File: src/hdl/ufeam_defines.vh
// Constants for the framing-error and address-match receive extension.
// Assumes an 8-bit register port with byte offsets as printed.
`ifndef UFEAM_DEFINES_VH
`define UFEAM_DEFINES_VH
`define UFEAM_OFF_CTL0     8'h98
`define UFEAM_OFF_BUF0     8'h99
`define UFEAM_OFF_PWR      8'h87
`define UFEAM_OFF_OWN0     8'hA9
`define UFEAM_OFF_OWN1     8'hAA
`define UFEAM_OFF_MASK0    8'hB9
`define UFEAM_OFF_MASK1    8'hBA
`define UFEAM_OFF_CTL1     8'hC0
`define UFEAM_OFF_BUF1     8'hC1
`define UFEAM_BIT_MODE_ERR 7
`define UFEAM_BIT_MODE_LO  6
`define UFEAM_BIT_MATCH_EN 5
`define UFEAM_BIT_RX_EN    4
`define UFEAM_BIT_TX_NINTH 3
`define UFEAM_BIT_RX_NINTH 2
`define UFEAM_BIT_TX_DONE  1
`define UFEAM_BIT_RX_DONE  0
`define UFEAM_BIT_VIEW     6
`define UFEAM_RST_MASK     8'h00
`define UFEAM_RST_ADDR     8'h00
`define UFEAM_RST_CTL      8'h00
`define UFEAM_RST_PWR      8'h00
`define UFEAM_BAUD_DIV     16'd21
`define UFEAM_OVERSAMPLE   5'd16
`endif

File: src/hdl/ufeam_baud.v
// Baud tick divider: one-cycle pulse at sixteen times the bit rate.
// Assumes a single clock domain.
`include "ufeam_defines.vh"
`default_nettype none
module ufeam_baud #(
  parameter [15:0] DIV = `UFEAM_BAUD_DIV
) (
  input  wire        clk,
  input  wire        rst_n,
  output reg         tick
);
  reg [15:0] cnt_r;
  always @(posedge clk or negedge rst_n) begin
    if (!rst_n) begin
      cnt_r <= 16'h0000;
      tick  <= 1'b0;
    end else if (cnt_r == DIV - 16'd1) begin
      cnt_r <= 16'h0000;
      tick  <= 1'b1;
    end else begin
      cnt_r <= cnt_r + 16'd1;
      tick  <= 1'b0;
    end
  end
endmodule // ufeam_baud
`default_nettype wire

File: src/hdl/ufeam_rx.v
// Oversampling serial receiver with 3-sample majority vote.
// Assumes rxd already synchronous; ninth-bit frames when nine_bit is high.
`default_nettype none
module ufeam_rx (
  input  wire       clk,
  input  wire       rst_n,
  input  wire       tick,
  input  wire       rxd,
  input  wire       en,
  input  wire       nine_bit,
  output reg        ninth_done,
  output reg        stop_done,
  output reg  [7:0] data,
  output reg        bit9,
  output reg        stop_bit
);
  localparam [1:0] S_IDLE = 2'd0;
  localparam [1:0] S_START = 2'd1;
  localparam [1:0] S_BITS = 2'd2;
  reg [1:0] st_r;
  reg [3:0] ph_r;
  reg [3:0] idx_r;
  reg [2:0] smp_r;
  reg       rxd_d_r;
  wire      vote = (smp_r[0] & smp_r[1]) | (smp_r[1] & smp_r[2]) | (smp_r[0] & smp_r[2]);
  wire [3:0] last = nine_bit ? 4'd10 : 4'd9;
  always @(posedge clk or negedge rst_n) begin
    if (!rst_n) begin
      st_r <= S_IDLE;
      ph_r <= 4'h0;
      idx_r <= 4'h0;
      smp_r <= 3'h7;
      rxd_d_r <= 1'b1;
      ninth_done <= 1'b0;
      stop_done <= 1'b0;
      data <= 8'h00;
      bit9 <= 1'b0;
      stop_bit <= 1'b1;
    end else begin
      ninth_done <= 1'b0;
      stop_done <= 1'b0;
      rxd_d_r <= rxd;
      case (st_r)
        S_IDLE: begin
          if (en && rxd_d_r && !rxd) begin
            st_r <= S_START;
            ph_r <= 4'h0;
            // Wraps to zero at the end of the start bit, so data bit 0 is index 0.
            idx_r <= 4'hF;
          end
        end
        default: begin
          if (tick) begin
            ph_r <= ph_r + 4'd1;
            // Samples on the 7th, 8th and 9th oversample ticks.
            if (ph_r >= 4'd6 && ph_r <= 4'd8)
              smp_r <= {smp_r[1:0], rxd};
            if (ph_r == 4'd9) begin
              if (st_r == S_START) begin
                st_r <= vote ? S_IDLE : S_BITS;
              end else begin
                if (idx_r < 4'd8)
                  data <= {vote, data[7:1]};
                if (idx_r == 4'd8 && nine_bit) begin
                  bit9 <= vote;
                  ninth_done <= 1'b1;
                end
                if (idx_r == last - 4'd1) begin
                  stop_bit <= vote;
                  stop_done <= 1'b1;
                  st_r <= S_IDLE;
                end
              end
            end
            if (ph_r == 4'd15 && st_r == S_BITS)
              idx_r <= idx_r + 4'd1;
          end
        end
      endcase
    end
  end
endmodule // ufeam_rx
`default_nettype wire

File: src/hdl/ufeam_top.v
// Receive extension for two serial ports: framing error and address match.
// Assumes an 8-bit register port, read data one cycle after the read strobe.
//
// Function
// - A received word without a valid stop bit sets that port's framing error flag.
// - The framing error flag sits at bit 7 of each port's serial control register.
// - With the view select bit (power control bit 6) at 1, bit 7 reaches the error flag.
// - Mode bit and error flag are stored apart; the view select only picks which is reached.
// - The error flag is sticky; only a software write of zero clears it.
// - Address recognition applies only in the two 9-bit modes, keyed by the ninth bit.
// - A ninth bit of 1 with match enable set marks an address to compare.
// - With matching active, a non-matching address never sets the receive done flag.
// - Each port has its own own-address and mask registers at A9h/AAh and B9h/BAh.
// - Mask bits at 0 make the matching own-address bits don't-care.
// - The broadcast address, own address OR mask, also matches, as a parameter option.
// - Recognition is on only with match enable set; masks reset to 00h so every address matches.
// - In 9-bit modes loading is decided at mid ninth bit on receive flag and ninth bit.
// - In 10-bit mode with match enable set a word loads only with a stop bit of 1.
//
// Decided for this implementation: the strobed register port.
`include "ufeam_defines.vh"
`default_nettype none
module ufeam_top #(
  parameter        BROADCAST = 1,
  parameter [15:0] BAUD_DIV  = `UFEAM_BAUD_DIV
) (
  input  wire       clk,
  input  wire       rst_n,
  input  wire [7:0] addr,
  input  wire [7:0] wdata,
  input  wire       wr,
  input  wire       rd,
  output reg  [7:0] rdata,
  input  wire       rxd0,
  input  wire       rxd1,
  output reg        rx_done0,
  output reg        rx_done1
);
  function match;
    input [7:0] rx;
    input [7:0] own;
    input [7:0] msk;
    input       bcast;
    reg   [7:0] bc;
    begin
      bc    = own | msk;
      match = (((rx ^ own) & msk) == 8'h00)
              || (bcast && (((rx ^ bc) & bc) == 8'h00));
    end
  endfunction

  wire tick;
  ufeam_baud #(.DIV(BAUD_DIV)) u_baud (
    .clk   (clk),
    .rst_n (rst_n),
    .tick  (tick)
  );

  reg  [7:0] pwr_ctl_r;
  reg  [7:0] scon_r    [0:1];
  reg        frm_err_r [0:1];
  reg  [7:0] rx_buf_r  [0:1];
  reg  [7:0] own_r     [0:1];
  reg  [7:0] mask_r    [0:1];
  wire       view = pwr_ctl_r[`UFEAM_BIT_VIEW];
  wire       ninth_done [0:1];
  wire       stop_done  [0:1];
  wire [7:0] rx_data    [0:1];
  wire       rx_bit9    [0:1];
  wire       rx_stop    [0:1];

  ufeam_rx u_rx0 (
    .clk        (clk),
    .rst_n      (rst_n),
    .tick       (tick),
    .rxd        (rxd0),
    .en         (scon_r[0][`UFEAM_BIT_RX_EN]),
    .nine_bit   (scon_r[0][`UFEAM_BIT_MODE_ERR]),
    .ninth_done (ninth_done[0]),
    .stop_done  (stop_done[0]),
    .data       (rx_data[0]),
    .bit9       (rx_bit9[0]),
    .stop_bit   (rx_stop[0])
  );
  ufeam_rx u_rx1 (
    .clk        (clk),
    .rst_n      (rst_n),
    .tick       (tick),
    .rxd        (rxd1),
    .en         (scon_r[1][`UFEAM_BIT_RX_EN]),
    .nine_bit   (scon_r[1][`UFEAM_BIT_MODE_ERR]),
    .ninth_done (ninth_done[1]),
    .stop_done  (stop_done[1]),
    .data       (rx_data[1]),
    .bit9       (rx_bit9[1]),
    .stop_bit   (rx_stop[1])
  );

  // Load decision per port; 9-bit modes decide on the ninth bit's data word.
  reg [1:0] load;
  reg [1:0] load_bit;
  integer   p;
  always @* begin
    load     = 2'b00;
    load_bit = 2'b00;
    for (p = 0; p < 2; p = p + 1) begin
      if (scon_r[p][`UFEAM_BIT_MODE_ERR]) begin
        // mid-ninth-bit decision; only 9-bit frames are matched.
        if (ninth_done[p] && !scon_r[p][`UFEAM_BIT_RX_DONE]) begin
          if (!scon_r[p][`UFEAM_BIT_MATCH_EN])
            load[p] = 1'b1;
          else if (rx_bit9[p] && match(rx_data[p], own_r[p], mask_r[p], BROADCAST != 0))
            load[p] = 1'b1;
        end
        load_bit[p] = rx_bit9[p];
      end else begin
        if (stop_done[p] && !scon_r[p][`UFEAM_BIT_RX_DONE]
            && (!scon_r[p][`UFEAM_BIT_MATCH_EN] || rx_stop[p]))
          load[p] = 1'b1;
        load_bit[p] = rx_stop[p];
      end
    end
  end

  // Register writes and receiver updates.
  wire [1:0] wr_scon = {wr && addr == `UFEAM_OFF_CTL1, wr && addr == `UFEAM_OFF_CTL0};
  integer q;
  always @(posedge clk or negedge rst_n) begin
    if (!rst_n) begin
      pwr_ctl_r <= `UFEAM_RST_PWR;
      for (q = 0; q < 2; q = q + 1) begin
        scon_r[q]    <= `UFEAM_RST_CTL;
        frm_err_r[q] <= 1'b0;
        rx_buf_r[q]  <= 8'h00;
        own_r[q]     <= `UFEAM_RST_ADDR;
        mask_r[q]    <= `UFEAM_RST_MASK;
      end
    end else begin
      if (wr) begin
        if (addr == `UFEAM_OFF_PWR)
          pwr_ctl_r <= wdata;
        else if (addr == `UFEAM_OFF_OWN0)
          own_r[0] <= wdata;
        else if (addr == `UFEAM_OFF_OWN1)
          own_r[1] <= wdata;
        else if (addr == `UFEAM_OFF_MASK0)
          mask_r[0] <= wdata;
        else if (addr == `UFEAM_OFF_MASK1)
          mask_r[1] <= wdata;
      end
      for (q = 0; q < 2; q = q + 1) begin
        if (wr_scon[q]) begin
          // bit 7 write goes to one store only.
          if (view)
            scon_r[q] <= {scon_r[q][7], wdata[6:0]};
          else
            scon_r[q] <= wdata;
          if (view && !wdata[`UFEAM_BIT_MODE_ERR])
            frm_err_r[q] <= 1'b0;
        end
        // Hardware set wins over a same-cycle software clear.
        if (stop_done[q] && !rx_stop[q])
          frm_err_r[q] <= 1'b1;
        if (load[q]) begin
          rx_buf_r[q] <= rx_data[q];
          scon_r[q][`UFEAM_BIT_RX_NINTH] <= load_bit[q];
          scon_r[q][`UFEAM_BIT_RX_DONE]  <= 1'b1;
        end
      end
    end
  end

  // Read port: data stand one cycle after the strobe, unmapped reads as zero.
  always @(posedge clk or negedge rst_n) begin
    if (!rst_n) begin
      rdata    <= 8'h00;
      rx_done0 <= 1'b0;
      rx_done1 <= 1'b0;
    end else begin
      rx_done0 <= scon_r[0][`UFEAM_BIT_RX_DONE];
      rx_done1 <= scon_r[1][`UFEAM_BIT_RX_DONE];
      if (!rd)
        rdata <= 8'h00;
      else if (addr == `UFEAM_OFF_CTL0)
        rdata <= {view ? frm_err_r[0] : scon_r[0][7], scon_r[0][6:0]};
      else if (addr == `UFEAM_OFF_CTL1)
        rdata <= {view ? frm_err_r[1] : scon_r[1][7], scon_r[1][6:0]};
      else if (addr == `UFEAM_OFF_BUF0)
        rdata <= rx_buf_r[0];
      else if (addr == `UFEAM_OFF_BUF1)
        rdata <= rx_buf_r[1];
      else if (addr == `UFEAM_OFF_PWR)
        rdata <= pwr_ctl_r;
      else if (addr == `UFEAM_OFF_OWN0)
        rdata <= own_r[0];
      else if (addr == `UFEAM_OFF_OWN1)
        rdata <= own_r[1];
      else if (addr == `UFEAM_OFF_MASK0)
        rdata <= mask_r[0];
      else if (addr == `UFEAM_OFF_MASK1)
        rdata <= mask_r[1];
      else
        rdata <= 8'h00;
    end
  end
endmodule // ufeam_top
`default_nettype wire

File: config.mk
export PLATFORM = sky130hd
export DESIGN_NAME = ufeam_top
export DESIGN_NICKNAME = d
export VERILOG_FILES = /design/src/hdl/ufeam_baud.v /design/src/hdl/ufeam_rx.v /design/src/hdl/ufeam_top.v
export VERILOG_INCLUDE_DIRS = /design/src /design/src/hdl
export SDC_FILE = /design/constraint.sdc
export NUM_CORES = 1
export LEC_CHECK = 0
export ABC_AREA = 1
export BUFFER_PORTS_ARGS = -buffer_cell sky130_fd_sc_hd__clkbuf_2
export CORE_ASPECT_RATIO = 0.8
export CORE_UTILIZATION = 45
export CTS_CLUSTER_DIAMETER = 40
export CTS_CLUSTER_SIZE = 24
export DETAILED_ROUTE_END_ITERATION = 7
export GPL_ROUTABILITY_DRIVEN = 1
export GPL_TIMING_DRIVEN = 0
export PLACE_DENSITY_LB_ADDON = 0.05
export SLEW_MARGIN = 0
export SYNTH_ARGS = -nofsm -noshare
export SYNTH_HDL_FRONTEND = slang
export SYNTH_SLANG_ARGS = --single-unit
export TNS_END_PERCENT = 1
File: constraint.sdc
create_clock -name clk -period 3.25 [get_ports clk]
set_clock_uncertainty 0.1 [all_clocks]
set_input_delay 0.325 -clock clk [delete_from_list [all_inputs] [get_ports clk]]
set_output_delay 0.325 -clock clk [all_outputs]
set_load 0.01 [all_outputs]
==> flow_metrics.tcl, run 1 <==
set metrics [dict create \
    outcome "finished clean" \
    synth_area_um2 7770 \
    synth_edf_count 0 \
    via_per_inst 4.93 \
    adder_cell_share_of_the_synthesized_area 0.0219 \
    leakagePower_nw 4.55 \
    clk_latency_ns 0.43 \
    launching_instance_or_port_of_the_critical_path "u_rx0.ph_r[1]" \
    post_synthesis_net_count 1034 \
    cts-root-to-sink-buffers 2 \
    clkSlewWorstSetupHoldPaths_ns 0.07 \
    synth-seq-cells 153 \
    rows 42 \
    finalSetupViolCount 0 \
    whs_ns 0.111 \
    height_of_the_die_um 120 \
    drc 0 \
    synth_top_area_share 0.461 \
    yosys.cell_count.top_type "sky130_fd_sc_hd__nand2_1" \
    postRouteWirelength_um 19500 \
    grt_pass1_vias 6042 \
    nets 1088 \
    max_freq_mhz 501 \
    placed_area_um2 8240 \
    dieArea_um2 17800 \
    horizontal_die_dimension_um 149 \
    main_combinational_cell_family_by_area_after_synthesis "simple AND/OR/NAND/NOR gates" \
    start_util 0.465 \
    synth_top_cells_by_area "sky130_fd_sc_hd__dfrtp_1 46%, sky130_fd_sc_hd__nand2_1 15%, sky130_fd_sc_hd__inv_1 7.1%" \
    cts_inserted_buffers 17 \
    cts_htree_levels 4 \
    layout.cells.non_filler 1287 \
    synth-xor-area-share 0.0203 \
    tritoncts_num_sinks 153 \
    antennaDiodeCount 0 \
    seq_area_frac_synth 0.494 \
    final_design_area_no_fill_um2 8870 \
    synth.yosys.warnings 0 \
    synth-compound-area-share 0.0947 \
    fin_crit_sh 0.614 \
    floorplan.core_area_um2 16700 \
    synthCells 1000 \
    crit_path_start_kind "flip-flop" \
    basic_gate_share_of_the_synthesized_area_counting_and_or_nand_and_nor_cells 0.282 \
    final_layout_size_suffix_gt1_frac 0.108 \
    placed_cells 1252 \
    cts.root.buffer_cell "sky130_fd_sc_hd__clkbuf_16" \
    layout_min_cycle_time_ns 2.00 \
    timing.rr.start "u_rx0.ph_r[1]" \
    route.antenna.remaining_nets 0 \
    min_delay_path_depth 3 \
    io_pins 32 \
    grt.overflow.total 0 \
    drt_iter0_markers 376 \
    vdd_ir_drop_max_uv 279 \
    required_ns 3.48 \
    largest_net_degree_at_the_start_of_global_routing 90 \
    hold_violations 0 \
    power_per_cell_area_nw_per_um2 476 \
    worst-r2r-cell-count 7 \
    max_capacitance_violation_count 0 \
    arrival_ns 2.23 \
    drt_pass1_iterations 5 \
    critPathMaxFanout 10 \
    first_pass_grt_wire_length_um 31800 \
    worst_setup_path_end_kind "flip-flop" \
    place.port_buffers 31 \
    grtUsageTotal 0.236 \
    synth_common_cells "319 x sky130_fd_sc_hd__nand2_1, 146 x sky130_fd_sc_hd__inv_1, 143 x sky130_fd_sc_hd__dfrtp_1" \
    worst_hold_path_type "in -> reg" \
    yosys.area.top_type "sky130_fd_sc_hd__dfrtp_1" \
    routed_len_inst_um 15.2 \
    antenna_violations_before_repair 0 \
    worst-slew-pin-transition_ns 0.636 \
    tns_ns 0 \
    rsz0062_at_grt "no" \
    timing.max_slew.rel_slack 0.572 \
    path_class "reg -> reg" \
    post_synth_mux_area_share 0.00129 \
    hpwlAfterDp_um 14200 \
    vias_post_dr 6341 \
    area_growth_from_synthesis_to_layout_pct 14.2 \
    hp-start "rd" \
    synth-async-reset-ratio 1.00 \
    place_congestion 0.844 \
    tritoncts "built" \
    slew_violations 0 \
    post_synth_num_cell_types 37 \
    avgSynthCellArea_um2 7.77 \
    cts_post_setup_buffers_inserted 0 \
    ys.flop_type "sky130_fd_sc_hd__dfrtp_1" \
]
final timing paths:
check	to	slack, ns
setup / recovery	u_rx0.data[0]	1.25
hold / removal	rdata[5]	0.11
setup reg to reg	u_rx0.data[0]	1.25
hold reg to reg	rx_done1	0.32
max in group asynchronous	u_rx1.stop_bit	1.86
min in group asynchronous	u_rx1.data[2]	0.34
report_power, final:
| part | leakage, nW | internal (W) | switching, W |
|---|---|---|---|
| logic | 2.27 | 0.0000632 | 0.000138 |
| clock network | 0.298 | 0.00120 | 0.000840 |
| registers | 1.98 | 0.00194 | 0.0000376 |
| total | 4.55 | 0.00321 | 0.00102 |
through the flow:
stage	utilization	power, W	worst slack (ns)
finish	0.531	0.00423	1.25
global route	0.531	0.00438	1.02
CTS	0.531	0.00427	1.25
detailed placement	0.493	0.00222	1.22
global placement	0.491	0.00221	-1.04
floorplan	-	0.00210	1.61
logic make-up after synthesis:
kind of cell | count (synthesis)
and+or+nand+nor | 499
buffers and inverters | 171
adders and majority gates | 14
AOI/OAI and AO/OA | 144
xor gates and xnor gates | 18
muxes | 1
DFF | 153
flip-flops by register name, indices dropped and copies added, names as in the netlist, 2 cells and up:
register,flops
u_baud.cnt_r,16
u_rx0.idx_r,4
rx_buf_r,16
pwr_ctl_r,8
u_rx1.st_r,2
u_rx0.ph_r,4
own_r,16
u_rx1.data,8
u_rx1.smp_r,3
u_rx0.st_r,2
u_rx0.smp_r,3
rdata,8
frm_err_r,2
scon_r,16
u_rx1.ph_r,4
u_rx1.idx_r,4
mask_r,16
u_rx0.data,8
critical path: stages, from the launching register on:
cell                       delay (ns)
sky130_fd_sc_hd__dfrtp_1         0.43
sky130_fd_sc_hd__inv_1           0.11
sky130_fd_sc_hd__ha_1            0.14
sky130_fd_sc_hd__nand3_1         0.11
sky130_fd_sc_hd__nor3_2          0.19
sky130_fd_sc_hd__nand2_1         0.29
sky130_fd_sc_hd__clkbuf_1        0.28
sky130_fd_sc_hd__o21ai_0         0.23
what timing repair did:
item	4_1_cts	5_1_grt
hold buffers	3	0
resized for setup	0	0
hold endpoints to repair	63	0
layout by cell type (no fill, tap or decap), drive strengths merged:
master	synthesis	final
nand2	325	325
inv	153	155
dfrtp	143	143
o21ai	128	128
nand3	86	86
clkbuf	7	58
nor2	40	40
xor2	17	17
nand4	13	13
ha	12	12
buf	11	12
nor3	11	11
dfstp	10	10
or2	9	9
a21oi	8	8
nand3b	8	8
clkinv	0	7
nor4	4	4
o22ai	3	3
dlygate4sd3	0	3
and3	2	2
a31oi	2	2
maj3	2	2
bufinv	0	2
nor3b	1	1
o32ai	1	1
o211ai	1	1
mux2i	1	1
o31ai	1	1
xnor2	1	1
clkinvlp	0	1
per-layer routing:
layer	up-vias	global-route usage	wire, µm
li1	3287	-	-
met1	2930	0.341	10000
met2	110	0.363	8660
met3	14	0.0540	703
met4	0	0.0485	167
met5	-	0	0
layout make-up:
type	instances	area, µm²
fill	1579	7840
sequential	153	3840
multi-input combinational	676	3260
inverter	153	574
clock buffer	20	467
tap	220	275
timing repair buffer	35	221
clock inverter	12	141
buffer	18	91.3
Note: power is estimated with default switching activity, not from simulation.
==> inputs of run 2 (changes only) <==
Settings changed: ABC_AREA 1 to 0.
Clock period 3.25 ns to 1.7 ns, I/O delays scaled along.
==> flow_metrics.tcl, run 2 <==
set metrics [dict create \
    post_synth_num_cell_types 71 \
    worst_hold_path_type "in -> reg" \
    synth-seq-cells 153 \
    power.switching_fraction 0.261 \
    hpwlAfterDp_um 13600 \
    nets 767 \
    vias_post_dr 5513 \
    antennaDiodeCount 0 \
    power_frac_comb 0.101 \
    worst_setup_path_end_kind "flip-flop" \
    dieArea_um2 17800 \
    tritoncts "built" \
    clkSlewWorstSetupHoldPaths_ns 0.06 \
    synth-async-reset-ratio 1.00 \
    postRouteWirelength_um 18800 \
    total_switching_power_w 0.00235 \
    layout_min_cycle_time_ns 2.09 \
    required_ns 1.91 \
    most-common-layout-cells "132 x sky130_fd_sc_hd__dfrtp_1, 49 x sky130_fd_sc_hd__mux2_2, 38 x sky130_fd_sc_hd__nand2_1" \
    drt_iter0_markers 302 \
    place_congestion 0.914 \
    horizontal_die_dimension_um 149 \
    dp_slack_ns -0.376 \
    cts_htree_levels 4 \
    drc 0 \
    routed_len_inst_um 19.4 \
    final_layout_size_suffix_gt1_frac 0.279 \
    start_util 0.466 \
    layout.cells.most_common "sky130_fd_sc_hd__dfrtp_1" \
    cts-root-to-sink-buffers 2 \
    max_freq_mhz 479 \
    seq_area_frac_synth 0.493 \
    avgSynthCellArea_um2 11.5 \
    ys.flop_type "sky130_fd_sc_hd__dfrtp_1" \
    grtUsageTotal 0.227 \
    slew_violations 0 \
    area_growth_from_synthesis_to_layout_pct 16.0 \
    vdd_ir_drop_max_uv 687 \
    power_per_cell_area_nw_per_um2 995 \
    largest_net_degree_at_the_start_of_global_routing 115 \
    synth_top_cells_by_area "sky130_fd_sc_hd__dfrtp_1 46%, sky130_fd_sc_hd__mux2_2 7.2%, sky130_fd_sc_hd__mux2_4 4.6%" \
    synth_top_area_share 0.460 \
    place.port_buffers 29 \
    antenna_violations_before_repair 0 \
    violations "setup timing" \
    finalSetupViolCount 39 \
    worst-slew-pin-transition_ns 0.619 \
    grt.overflow.total 0 \
    leakagePower_nw 4.28 \
    synth_edf_count 0 \
    timing.max_slew.rel_slack 0.586 \
    crit_path_start_kind "flip-flop" \
    grt_pass1_vias 5524 \
    arrival_ns 2.30 \
    route.antenna.remaining_nets 0 \
    max_capacitance_violation_count 0 \
    yosys.cell_count.top_type "sky130_fd_sc_hd__dfrtp_1" \
    synth_common_cells "143 x sky130_fd_sc_hd__dfrtp_1, 50 x sky130_fd_sc_hd__mux2_2, 39 x sky130_fd_sc_hd__nand2_1" \
    outcome "finished, violations left" \
    tns_ns -8.54 \
    drt_pass1_iterations 5 \
    fin_crit_sh 1.23 \
    cts.root.buffer_cell "sky130_fd_sc_hd__clkbuf_16" \
    synth.yosys.warnings 0 \
    cts_inserted_buffers 17 \
    clk_latency_ns 0.42 \
    yosys.area.top_type "sky130_fd_sc_hd__dfrtp_1" \
    final.setup.worst_slack_ns -0.387 \
    post_synthesis_net_count 713 \
    critPathMaxFanout 10 \
    hold_violations 0 \
    synthCells 679 \
    synth_area_um2 7790 \
    height_of_the_die_um 120 \
    intPower_w 0.00664 \
    clkPwrFrac 0.438 \
    via_per_inst 5.71 \
    floorplan.core_area_um2 16700 \
    rows 42 \
    tritoncts_num_sinks 153 \
    rsz0062_at_grt "yes" \
    p_seq_frac 0.461 \
    first_pass_grt_wire_length_um 30300 \
    io_pins 32 \
    path_class "reg -> reg" \
]
==> run 2: cell types whose count changed after synthesis, moves of 16 or more <==
| cell | previous run | this run |
|---|---|---|
| sky130_fd_sc_hd__nand3_1 | 86 | 27 |
| sky130_fd_sc_hd__mux2_1 | 0 | 24 |
| sky130_fd_sc_hd__inv_1 | 146 | 18 |
| sky130_fd_sc_hd__mux2_2 | 0 | 50 |
| sky130_fd_sc_hd__a22oi_1 | 0 | 16 |
| sky130_fd_sc_hd__nand2_1 | 319 | 39 |
| sky130_fd_sc_hd__nand2b_1 | 0 | 17 |
| sky130_fd_sc_hd__o21ai_1 | 33 | 1 |
| sky130_fd_sc_hd__o21ai_0 | 95 | 23 |
| sky130_fd_sc_hd__mux2_4 | 0 | 24 |
==> run 2: power by group through the flow <==
stage | logic, W | registers (W) | clock network (W)
5_1_grt | 0.00103 | 0.00419 | 0.00419
2_1_floorplan | 0.000585 | 0.00410 | 0
6_report | 0.000906 | 0.00414 | 0.00394
3_3_place_gp | 0.000815 | 0.00417 | 0
4_1_cts | 0.000904 | 0.00413 | 0.00402
3_5_place_dp | 0.000863 | 0.00418 | 0
==> run 2: path summary, 6_finish.rpt <==
kind / start / to / slack [ns] / cells after the start
setup / recovery: u_rx1.stop_bit / rx_buf_r[5] / -0.39 / 6
hold / removal: wdata[2] / mask_r[10] / 0.01 / 2
setup reg to reg: u_rx1.stop_bit / rx_buf_r[5] / -0.39 / 6
hold reg to reg: u_baud.cnt_r[15] / u_baud.cnt_r[15] / 0.37 / 1
max in group asynchronous: rst_n / u_baud.tick / 0.45 / 3
min in group asynchronous: rst_n / rx_buf_r[11] / 0.12 / 2
==> run 2: what timing repair did <==
action / 4_1_cts / 5_1_grt
pin swaps: 7 / 4
resized for setup: 21 / 20
endpoints found under the hold margin: 44 / 0
buffers inserted: 0 / 1
setup endpoints to repair: 60 / 66
hold buffers: 4 / 0
==> run 2: logic make-up (layout without fill, tap and decap cells) <==
family                   count (synthesis)  count (layout)  share of synthesized area
adder cells (fa/ha/maj)                 14              14                     0.0219
AO/OA/AOI/OAI                          122             122                      0.108
XOR/XNOR                                37              37                     0.0416
flip-flops                             153             153                      0.493
buffers and inverters                   45             112                     0.0291
AND/OR/NAND/NOR                        200             200                      0.140
multiplexers                           108             108                      0.166
==> run 2: layout make-up <==
cell class / count / area, µm²
Buffer: 24 / 159
Clock buffer: 20 / 447
Clock inverter: 12 / 164
Fill cell: 1465 / 7680
Inverter: 21 / 78.8
Multi-Input combinational cell: 481 / 3820
Sequential cell: 153 / 3850
Tap cell: 220 / 275
Timing Repair Buffer: 35 / 229
==> run 2: stage by stage <==
stage	total power (W)	instances	util	cell area (µm²)	hold WS [ns]
6_report	0.00898	966	0.541	9030	0.0125
5_1_grt	0.00941	966	0.541	9030	0.00806
4_1_cts	0.00905	965	0.537	8980	0.00544
3_5_place_dp	0.00504	929	0.493	8240	0.0159
3_3_place_gp	0.00498	928	0.491	8210	0.183
2_1_floorplan	0.00469	679	-	7790	-0.226
==> run 2: per-layer routing <==
metal  GRT usage  share of wire
met2       0.351           0.46
met3      0.0490          0.047
met1       0.314           0.47
met5           0              0
met4      0.0816          0.026
==> run 2: critical path, cell delays in order (launching register included) <==
cell and delay (ns):
sky130_fd_sc_hd__dfstp_2 0.53, sky130_fd_sc_hd__clkinv_1 0.05, sky130_fd_sc_hd__o32a_1 0.38, sky130_fd_sc_hd__o31a_1 0.13, sky130_fd_sc_hd__a221o_1 0.30, sky130_fd_sc_hd__buf_6 0.17
sky130_fd_sc_hd__mux2_4 0.31
